$ cat src/bcim_pkg.sv
`default_nettype none
package bcim_pkg;

    // ****************************************************************
    // Clock and time base
    // ****************************************************************
    localparam int unsigned CLK_HZ          = 250_000_000;
    localparam int unsigned TICK_US         = 1000;
    localparam int unsigned TICK_CYC        = CLK_HZ / 1_000_000 * TICK_US;
    localparam int unsigned MS_PER_MIN      = 60_000;
    localparam int unsigned QUIET_MIN       = 5;
    localparam int unsigned WARN_MIN        = 10;
    localparam int unsigned ERR_MIN         = QUIET_MIN + WARN_MIN;
    localparam int unsigned END_WARN_MIN    = 15;
    localparam int unsigned QUIET_MS        = QUIET_MIN * MS_PER_MIN;
    localparam int unsigned ERR_MS          = ERR_MIN * MS_PER_MIN;
    localparam int unsigned END_WARN_MS     = END_WARN_MIN * MS_PER_MIN;

    // Torque scale: a check starts only if the test torque is at least 13/10 of the safety load.
    localparam int unsigned TORQUE_NUM      = 13;
    localparam int unsigned TORQUE_DEN      = 10;

    // Direction configuration encoding.
    localparam logic [1:0]  DIR_POS         = 2'h1;
    localparam logic [1:0]  DIR_NEG         = 2'h2;

    // Interrupt status bit positions.
    localparam int unsigned IRQ_N           = 6;
    localparam int unsigned EV_DONE         = 0;
    localparam int unsigned EV_REL_ERR      = 1;
    localparam int unsigned EV_MOT_ERR      = 2;
    localparam int unsigned EV_RED_ERR      = 3;
    localparam int unsigned EV_EXCEED       = 4;
    localparam int unsigned EV_MISSING      = 5;

    // Register map, byte offsets.
    localparam logic [7:0]  REG_CTRL        = 8'h00;
    localparam logic [7:0]  REG_INTERVAL    = 8'h04;
    localparam logic [7:0]  REG_TRAVEL      = 8'h08;
    localparam logic [7:0]  REG_INJECT      = 8'h0c;
    localparam logic [7:0]  REG_NOMLOAD     = 8'h10;
    localparam logic [7:0]  REG_SAFELOAD    = 8'h14;
    localparam logic [7:0]  REG_STATUS      = 8'h18;
    localparam logic [7:0]  REG_IRQ_STAT    = 8'h1c;
    localparam logic [7:0]  REG_IRQ_EN      = 8'h20;
    localparam logic [7:0]  REG_IRQ_CLR     = 8'h24;
    localparam logic [7:0]  REG_REMAIN      = 8'h28;
    localparam logic [7:0]  REG_HOURS       = 8'h2c;

    // Control register bits.
    localparam int unsigned CTRL_START      = 0;
    localparam int unsigned CTRL_CLR_ERR    = 1;
    localparam int unsigned CTRL_DIR_LO     = 4;

    // Check sequencer states, Gray along the usual path except BCIM_RED to BCIM_FLIP and BCIM_DONE back to BCIM_IDLE.
    typedef enum logic [2:0] {
        BCIM_IDLE    = 3'b000,
        BCIM_RELEASE = 3'b001,
        BCIM_MOTOR   = 3'b011,
        BCIM_RED     = 3'b010,
        BCIM_FLIP    = 3'b111,
        BCIM_DONE    = 3'b110
    } bcim_state_t;

endpackage
`default_nettype wire

$ cat src/bcim_channel.sv
`timescale 1ns/100ps
`default_nettype none
// ****************************************************************
// One validity timing channel
// ****************************************************************
module bcim_channel
    import bcim_pkg::*;
(
    input  wire logic        clk_in,
    input  wire logic        rst_in,
    input  wire logic        tick_in,
    input  wire logic        pass_in,
    input  wire logic [31:0] interval_in,
    output logic             valid_out,
    output logic [31:0]      remain_out
);

    // Remaining time counts in milliseconds of operating time.
    always_ff @(posedge clk_in or posedge rst_in) begin
        if (rst_in) begin
            valid_out  <= 1'b0;
            remain_out <= 32'h0;
        end else if (pass_in) begin
            valid_out  <= (interval_in != 32'h0);
            remain_out <= interval_in;
        end else if (tick_in && valid_out) begin
            // Runs on every tick, regulated or not.
            remain_out <= remain_out - 32'h1;
            if (remain_out == 32'h1) begin
                valid_out <= 1'b0;
            end
        end
    end

endmodule
`default_nettype wire

$ cat src/bcim_top.sv
`timescale 1ns/100ps
`default_nettype none
module bcim_top
    import bcim_pkg::*;
(
    input  wire logic        MCLK_IN,
    input  wire logic        SYS_RST_IN,
    input  wire logic [7:0]  ADDR_IN,
    input  wire logic [31:0] WDATA_IN,
    input  wire logic        WR_IN,
    input  wire logic        RD_IN,
    input  wire logic        DRIVE_ENABLE_IN,
    input  wire logic        SPECIAL_MODE_IN,
    input  wire logic [31:0] AXIS_POS_IN,
    input  wire logic [31:0] TORQUE_ACT_IN,
    output logic [31:0]      RDATA_OUT,
    output logic             MOTOR_BRAKE_RELEASE_OUT,
    output logic             RED_BRAKE_RELEASE_OUT,
    output logic [31:0]      TORQUE_CMD_OUT,
    output logic             TORQUE_NEG_OUT,
    output logic             MOVE_REQ_OUT,
    output logic             BUSY_OUT,
    output logic             MOTOR_VALID_OUT,
    output logic             RED_VALID_OUT,
    output logic             HOLD_USABLE_OUT,
    output logic             PREWARNING_OUT,
    output logic             EXCEEDED_ERROR_OUT,
    output logic             MISSING_ERROR_OUT,
    output logic             IRQ_OUT
);

    // ****************************************************************
    // Registers and time base
    // ****************************************************************
    logic [31:0]       interval;
    logic [31:0]       travel;
    logic [31:0]       inject;
    logic [31:0]       nomload;
    logic [31:0]       safeload;
    logic [1:0]        dir_cfg;
    logic [IRQ_N-1:0]  irq_stat;
    logic [IRQ_N-1:0]  irq_en;
    logic [31:0]       tick_cnt;
    logic              tick;
    logic [31:0]       hours_ms;
    logic [31:0]       en_ms;
    logic              exceeded;
    logic              missing;
    logic              motor_valid;
    logic              red_valid;
    logic [31:0]       remain_a;
    logic [31:0]       remain_b;
    logic              usable;

    bcim_state_t       state;
    bcim_state_t       next_state;
    logic              neg_dir;
    logic [31:0]       start_pos;
    logic [31:0]       phase_cnt;
    logic              pass;
    logic [IRQ_N-1:0]  events;

    // Decode of bus strobes.
    wire wr_ctrl  = WR_IN && (ADDR_IN == REG_CTRL);
    wire wr_clr   = WR_IN && (ADDR_IN == REG_IRQ_CLR);
    wire start_rq = wr_ctrl && WDATA_IN[CTRL_START];
    wire clear_rq = wr_ctrl && WDATA_IN[CTRL_CLR_ERR];
    wire normal_en = DRIVE_ENABLE_IN && !SPECIAL_MODE_IN;
    wire accept   = start_rq && normal_en && (state == BCIM_IDLE);
    wire both_valid = motor_valid && red_valid;

    // Millisecond tick from the clock; it is the operating-hours base.
    always_ff @(posedge MCLK_IN or posedge SYS_RST_IN) begin
        if (SYS_RST_IN) begin
            tick_cnt <= 32'h0;
            tick     <= 1'b0;
            hours_ms <= 32'h0;
        end else begin
            tick     <= (tick_cnt == TICK_CYC - 1);
            tick_cnt <= (tick_cnt == TICK_CYC - 1) ? 32'h0 : tick_cnt + 32'h1;
            hours_ms <= hours_ms + {31'h0, tick};
        end
    end

    // ****************************************************************
    // Two independent validity channels
    // ****************************************************************
    // Each brake status keeps its own counter so one slip cannot hide the other.
    bcim_channel u_motor_ch (
        .clk_in      (MCLK_IN),
        .rst_in      (SYS_RST_IN),
        .tick_in     (tick),
        .pass_in     (pass),
        .interval_in (interval),
        .valid_out   (motor_valid),
        .remain_out  (remain_a)
    );

    bcim_channel u_red_ch (
        .clk_in      (MCLK_IN),
        .rst_in      (SYS_RST_IN),
        .tick_in     (tick),
        .pass_in     (pass),
        .interval_in (interval),
        .valid_out   (red_valid),
        .remain_out  (remain_b)
    );

    // ****************************************************************
    // Missing and overdue supervision
    // ****************************************************************
    // Time under drive enable while status is invalid in normal operation.
    always_ff @(posedge MCLK_IN or posedge SYS_RST_IN) begin
        if (SYS_RST_IN) begin
            en_ms <= 32'h0;
        end else if (both_valid || !normal_en || clear_rq || pass) begin
            en_ms <= 32'h0;
        end else if (tick && en_ms < ERR_MS) begin
            en_ms <= en_ms + 32'h1;
        end
    end

    wire warn_invalid = !both_valid && normal_en && (en_ms >= QUIET_MS) && (en_ms < ERR_MS);
    wire over_invalid = !both_valid && normal_en && (en_ms >= ERR_MS);
    wire warn_valid   = both_valid && DRIVE_ENABLE_IN && (remain_a <= END_WARN_MS);
    wire expire       = tick && motor_valid && (remain_a == 32'h1);
    wire miss_now     = !both_valid && SPECIAL_MODE_IN;

    // Exceeded error is sticky until cleared; a new cause wins over the clear.
    always_ff @(posedge MCLK_IN or posedge SYS_RST_IN) begin
        if (SYS_RST_IN) begin
            exceeded <= 1'b0;
        end else if (over_invalid || (expire && DRIVE_ENABLE_IN)) begin
            exceeded <= 1'b1;
        end else if (clear_rq || pass) begin
            exceeded <= 1'b0;
        end
    end

    always_ff @(posedge MCLK_IN or posedge SYS_RST_IN) begin
        if (SYS_RST_IN) begin
            missing <= 1'b0;
        end else begin
            missing <= miss_now;
        end
    end

    // Usable only after a pass since power-up and while status holds.
    always_ff @(posedge MCLK_IN or posedge SYS_RST_IN) begin
        if (SYS_RST_IN) begin
            usable <= 1'b0;
        end else begin
            usable <= both_valid && !pass;
        end
    end

    // ****************************************************************
    // Check sequencer
    // ****************************************************************
    wire [31:0] moved     = (AXIS_POS_IN >= start_pos) ? AXIS_POS_IN - start_pos : start_pos - AXIS_POS_IN;
    wire        too_far   = (moved > travel);
    wire        reached   = (moved >= travel);
    wire        time_up   = (phase_cnt >= inject);
    wire [63:0] scaled    = ({32'h0, safeload} * TORQUE_NUM) / TORQUE_DEN;
    wire [31:0] test_trq  = nomload;
    wire        trq_ok    = ({32'h0, test_trq} >= scaled);
    wire        trq_hit   = (TORQUE_ACT_IN >= safeload);
    // The start word carries the direction; dir_cfg only takes it at that same edge.
    wire        first_neg = (WDATA_IN[CTRL_DIR_LO +: 2] == DIR_NEG);
    wire        do_second = (dir_cfg != DIR_POS) && (dir_cfg != DIR_NEG) && !neg_dir;
    wire        rel_fail  = (state == BCIM_RELEASE) && time_up && !reached;
    wire        mot_fail  = (state == BCIM_MOTOR) && (too_far || (time_up && !trq_hit));
    wire        red_fail  = (state == BCIM_RED) && (too_far || (time_up && !trq_hit));

    // Next state selection.
    always_comb begin
        next_state = state;
        case (state)
            BCIM_IDLE: begin
                if (accept) begin
                    next_state = trq_ok ? BCIM_RELEASE : BCIM_IDLE;
                end
            end
            BCIM_RELEASE: begin
                if (rel_fail) begin
                    next_state = BCIM_IDLE;
                end else if (reached) begin
                    next_state = BCIM_MOTOR;
                end
            end
            BCIM_MOTOR: begin
                if (mot_fail) begin
                    next_state = BCIM_IDLE;
                end else if (time_up) begin
                    next_state = BCIM_RED;
                end
            end
            BCIM_RED: begin
                if (red_fail) begin
                    next_state = BCIM_IDLE;
                end else if (time_up) begin
                    next_state = do_second ? BCIM_FLIP : BCIM_DONE;
                end
            end
            BCIM_FLIP:  next_state = BCIM_MOTOR;
            BCIM_DONE:  next_state = BCIM_IDLE;
            default:    next_state = BCIM_IDLE;
        endcase
        if (state != BCIM_IDLE && !normal_en) begin
            next_state = BCIM_IDLE;
        end
    end

    // State, phase timer and start position.
    always_ff @(posedge MCLK_IN or posedge SYS_RST_IN) begin
        if (SYS_RST_IN) begin
            state     <= BCIM_IDLE;
            phase_cnt <= 32'h0;
            start_pos <= 32'h0;
            neg_dir   <= 1'b0;
            pass      <= 1'b0;
        end else begin
            state     <= next_state;
            pass      <= (state == BCIM_DONE);
            phase_cnt <= (next_state != state) ? 32'h0 : phase_cnt + 32'h1;
            if (next_state != state) begin
                start_pos <= AXIS_POS_IN;
            end
            if (accept && trq_ok) begin
                neg_dir <= first_neg;
            end else if (state == BCIM_FLIP) begin
                neg_dir <= 1'b1;
            end else if (state == BCIM_IDLE) begin
                neg_dir <= 1'b0;
            end
        end
    end

    // Sticky events: hardware set wins over a software clear.
    assign events[EV_DONE]    = (state == BCIM_DONE);
    assign events[EV_REL_ERR] = rel_fail;
    assign events[EV_MOT_ERR] = mot_fail;
    assign events[EV_RED_ERR] = red_fail;
    assign events[EV_EXCEED]  = over_invalid || expire;
    assign events[EV_MISSING] = miss_now;

    always_ff @(posedge MCLK_IN or posedge SYS_RST_IN) begin
        if (SYS_RST_IN) begin
            irq_stat <= '0;
        end else begin
            irq_stat <= (irq_stat & ~(wr_clr ? WDATA_IN[IRQ_N-1:0] : '0)) | events;
        end
    end

    // ****************************************************************
    // Register writes and reads
    // ****************************************************************
    always_ff @(posedge MCLK_IN or posedge SYS_RST_IN) begin
        if (SYS_RST_IN) begin
            interval <= 32'h0;
            travel   <= 32'h0;
            inject   <= 32'h0;
            nomload  <= 32'h0;
            safeload <= 32'h0;
            dir_cfg  <= 2'h3;
            irq_en   <= '0;
        end else if (WR_IN) begin
            case (ADDR_IN)
                REG_CTRL:     dir_cfg  <= WDATA_IN[CTRL_DIR_LO +: 2];
                REG_INTERVAL: interval <= WDATA_IN;
                REG_TRAVEL:   travel   <= WDATA_IN;
                REG_INJECT:   inject   <= WDATA_IN;
                REG_NOMLOAD:  nomload  <= WDATA_IN;
                REG_SAFELOAD: safeload <= WDATA_IN;
                REG_IRQ_EN:   irq_en   <= WDATA_IN[IRQ_N-1:0];
                default:      irq_en   <= irq_en;
            endcase
        end
    end

    wire [31:0] status_word = {23'h0, state, usable, missing, exceeded, PREWARNING_OUT, red_valid, motor_valid};
    wire [31:0] rd_mux =
        (ADDR_IN == REG_CTRL)     ? {26'h0, dir_cfg, 4'h0} :
        (ADDR_IN == REG_INTERVAL) ? interval :
        (ADDR_IN == REG_TRAVEL)   ? travel :
        (ADDR_IN == REG_INJECT)   ? inject :
        (ADDR_IN == REG_NOMLOAD)  ? nomload :
        (ADDR_IN == REG_SAFELOAD) ? safeload :
        (ADDR_IN == REG_STATUS)   ? status_word :
        (ADDR_IN == REG_IRQ_STAT) ? {26'h0, irq_stat} :
        (ADDR_IN == REG_IRQ_EN)   ? {26'h0, irq_en} :
        (ADDR_IN == REG_REMAIN)   ? remain_a :
        (ADDR_IN == REG_HOURS)    ? hours_ms : 32'h0;

    // Registered outputs; all track internal state one cycle later.
    always_ff @(posedge MCLK_IN or posedge SYS_RST_IN) begin
        if (SYS_RST_IN) begin
            RDATA_OUT               <= 32'h0;
            MOTOR_BRAKE_RELEASE_OUT <= 1'b0;
            RED_BRAKE_RELEASE_OUT   <= 1'b0;
            TORQUE_CMD_OUT          <= 32'h0;
            TORQUE_NEG_OUT          <= 1'b0;
            MOVE_REQ_OUT            <= 1'b0;
            BUSY_OUT                <= 1'b0;
            MOTOR_VALID_OUT         <= 1'b0;
            RED_VALID_OUT           <= 1'b0;
            HOLD_USABLE_OUT         <= 1'b0;
            PREWARNING_OUT          <= 1'b0;
            EXCEEDED_ERROR_OUT      <= 1'b0;
            MISSING_ERROR_OUT       <= 1'b0;
            IRQ_OUT                 <= 1'b0;
        end else begin
            RDATA_OUT               <= RD_IN ? rd_mux : 32'h0;
            MOTOR_BRAKE_RELEASE_OUT <= (state == BCIM_RELEASE) || (state == BCIM_RED);
            RED_BRAKE_RELEASE_OUT   <= (state == BCIM_RELEASE) || (state == BCIM_MOTOR);
            TORQUE_CMD_OUT          <= ((state == BCIM_MOTOR) || (state == BCIM_RED)) ? test_trq : 32'h0;
            TORQUE_NEG_OUT          <= neg_dir;
            MOVE_REQ_OUT            <= (state == BCIM_RELEASE);
            BUSY_OUT                <= (state != BCIM_IDLE);
            MOTOR_VALID_OUT         <= motor_valid;
            RED_VALID_OUT           <= red_valid;
            HOLD_USABLE_OUT         <= usable;
            PREWARNING_OUT          <= (warn_invalid || warn_valid) && !pass;
            EXCEEDED_ERROR_OUT      <= exceeded;
            MISSING_ERROR_OUT       <= missing;
            IRQ_OUT                 <= |(irq_stat & irq_en);
        end
    end

endmodule
`default_nettype wire

$ cat config.mk
export PLATFORM = sky130hd
export DESIGN_NAME = bcim_top
export DESIGN_NICKNAME = d
export VERILOG_FILES = /design/src/bcim_pkg.sv /design/src/bcim_channel.sv /design/src/bcim_top.sv
export SDC_FILE = /design/constraint.sdc
export NUM_CORES = 2
export LEC_CHECK = 0
export ABC_CLOCK_PERIOD_IN_PS = 37200
export BUFFER_PORTS_ARGS = -buffer_cell sky130_fd_sc_hd__buf_2
export CORE_MARGIN = 8
export CORE_UTILIZATION = 61
export DETAILED_ROUTE_END_ITERATION = 6
export PLACE_DENSITY = 0.79
export SLEW_MARGIN = 20
export SYNTH_ARGS = -nofsm -noshare
export SYNTH_HDL_FRONTEND = slang
export SYNTH_SLANG_ARGS = --single-unit
$ cat constraint.sdc
create_clock -name MCLK_IN -period 37.2 [get_ports MCLK_IN]
set_input_delay 7.44 -clock MCLK_IN [delete_from_list [all_inputs] [get_ports MCLK_IN]]
set_output_delay 7.44 -clock MCLK_IN [all_outputs]
set_load 0.05 [all_outputs]
==> results_dict.tcl <==
set metrics [dict create \
    synth_edf_count 0 \
    portBuffers 185 \
    whs_endpoint "MISSING_ERROR_OUT" \
    clock_latency_ns 0.62 \
    status "complete, but fails checks" \
    path_class "register to register" \
    ios 186 \
    skew_ns 0.0203 \
    cts_root_buf "clkbuf_16" \
    grt_pass1_vias 30200 \
    cts_resized 0 \
    gp_congestion 0.969 \
    antenna_found_initial 3 \
    maxCapViolCount 0 \
    wl_um 101000 \
    ys_seq_area_share_pct 33.9 \
    synthCells 3985 \
    initial_core_util_pct 61.1 \
    setup_tns_ns 0 \
    fin_crit_sh_pct 60.8 \
    yosysWarnings 0 \
    grt_pass1_wl_um 161000 \
    slowest_stage "o211ai_1" \
    hold_class "register to register" \
    drive_gt1_share_pct 13.9 \
    tightest_slew_ns 1.05 \
    postCtsSetupBuffers 0 \
    htree_levels 2 \
    grt_overflow_total 0 \
    max_freq_mhz 44.2 \
    timing.rr.end "start_pos[19]" \
    clk_path_buf_depth 3 \
    areaGrowthSynthToFinish_pct 9.39 \
    viasPerCell 6.39 \
    grtUsageTotal_pct 29.2 \
    whs_path_depth 0 \
    r2r_slack_ns 14.57 \
    slew_violations 0 \
    violations "design-rule violations" \
    die_h_um 258 \
    worstSetupEndpointType "register" \
    dp_cells 4797 \
    cp_data_required_time_ns 37.64 \
    dr.pass1.iters 7 \
    postRouteAntennaNets 0 \
    dr_total_vias 31300 \
    tritoncts "yes" \
    cpPeakStageDelay_ns 0.87 \
    drt-wirelength-per-cell_um 20.6 \
    synthTopCellsByArea "dfrtp_1, ha_1, mux2_2, xnor2_1, a21oi_1" \
    yosys_most_used_dff "dfrtp_1" \
    clk_transition_reported_paths_ns 0.06 \
    rr_startpoint "safeload[22]" \
    instances_no_fill 4896 \
    critPathMaxFanout 96 \
    rsz0062_at_grt "false" \
    async_flop_share_pct 100 \
    cts_made_buffers 51 \
    ff2ff_path_depth 93 \
    grt_max_degree 183 \
    critPathMostFrequentCell "a21oi_1" \
    slew_headroom_pct 30.3 \
    syn_area_um2 35800 \
    setup_viol 0 \
    dr.first_iter.drc_count 3012 \
    min_from "missing" \
    num_rows 89 \
    synth.top_cell.area_share_pct 33.7 \
    post-route-drc-count 20 \
    holdBufCountCts 0 \
    period_needed_ns 22.63 \
    clock-sinks 485 \
    die_w_um 258 \
    dp_hpwl_um 75000 \
    synth-seq-cells 485 \
    startpoint_type "register" \
    fin_nets 4490 \
    hold_violations 0 \
    fp.dieArea_um2 66700 \
    synth_cell_types 125 \
    cp.arrival_ns 23.08 \
    avgSynthCellArea_um2 8.99 \
    syn-num-nets 4397 \
    yosysTopAreaCell "dfrtp_1" \
    core_area_um2 58600 \
]
==> how the worst max path moves through the flow <==
| stage | start | endpoint | slack [ns] | depth (start not counted) |
|---|---|---|---|---|
| after global routing | safeload[22] | start_pos[19] | 12.43 | 94 |
| after floorplan | SYS_RST_IN | BUSY_OUT | 16.23 | 1 |
| after global placement | safeload[24] | start_pos[25] | 15.23 | 94 |
| after detailed placement | safeload[8] | start_pos[10] | 14.78 | 94 |
| after CTS | safeload[8] | start_pos[19] | 14.74 | 94 |
| final | safeload[22] | start_pos[19] | 14.57 | 93 |
==> final cells by class <==
class / count / area [um^2]
clock buffer: 64 / 1420
sequential: 485 / 12100
clock inverter: 31 / 454
antenna: 3 / 7.51
multi-input combinational: 2998 / 21700
fill: 4699 / 19400
timing repair buffer: 218 / 1220
tap: 773 / 967
inverter: 324 / 1220
==> logic make-up after synthesis <==
kind of cell / synth area share [%]
simple gates: 16.5
fa+ha+maj: 11.2
compound gates: 20.3
buf+inv: 5.49
flops: 33.9
mux: 6.15
xor+xnor: 6.48
==> layout by cell type (no fill, tap or decap), types with 54 or more instances in the layout <==
cell type / count
a21o_1: 76
a21oi_1: 271
a22oi_1: 58
a31oi_1: 66
buf_2: 185
dfrtp_1: 483
ha_1: 271
inv_1: 313
mux2_2: 168
nand2_1: 256
nand2b_1: 54
nand3_1: 115
nand4_1: 66
nor2_1: 305
nor2b_1: 55
nor3_1: 79
o21ai_0: 184
xnor2_1: 157
xor2_1: 102
==> worst max-delay path, delay by kind of cell, from the launching register on <==
kind | cells | cell delay (ns)
xor gates and xnor gates | 2 | 0.49
adders and majority gates | 4 | 1.50
muxes | 1 | 0.35
buffers and inverters | 7 | 1.31
and+or+nand+nor | 32 | 5.14
DFF | 1 | 0.43
AOI/OAI and AO/OA | 47 | 13.10
==> stage by stage <==
step | instance area (um^2) | util (%) | setup WS (ns) | hold WS (ns)
floorplan | 35800 | - | 16.23 | 0.355
global placement | 37300 | 63.6 | 15.23 | 0.386
detailed placement | 37300 | 63.6 | 14.78 | 0.388
CTS | 39100 | 66.8 | 14.74 | 0.400
global route | 39200 | 66.9 | 12.43 | 0.406
finish | 39200 | 66.9 | 14.57 | 0.395
==> cells in the mapped netlist (14+ instances only) <==
cell type / number
dfrtp_1: 483
inv_1: 315
nor2_1: 313
a21oi_1: 271
ha_1: 271
nand2_1: 256
o21ai_0: 185
mux2_2: 168
xnor2_1: 158
clkbuf_1: 119
nand3_1: 115
xor2_1: 102
nor3_1: 80
a21o_1: 76
a31oi_1: 66
nand4_1: 66
a22oi_1: 58
nand2b_1: 55
nor2b_1: 55
nor4_1: 52
and2_1: 48
and3_1: 47
o211ai_1: 36
buf_2: 34
a211oi_1: 32
fa_1: 31
a222oi_1: 27
mux2i_1: 27
a221oi_1: 26
o21a_1: 18
o21bai_1: 18
buf_1: 17
o21ai_1: 16
o31ai_1: 15
or4_1: 14
==> per-layer routing <==
metal  vias to the layer above  part of all wire, %  track usage (%)
met2                      1308                   46             46.7
met5                         -                    0                0
met3                       256                  7.8             4.76
met1                     15100                   42             39.3
met4                         0                  4.6             12.6
li1                      14600                    -                -
Power is left out: the tool's default activity adds up to more than one toggle a clock period on the data nets, which glitch-free logic cannot reach.
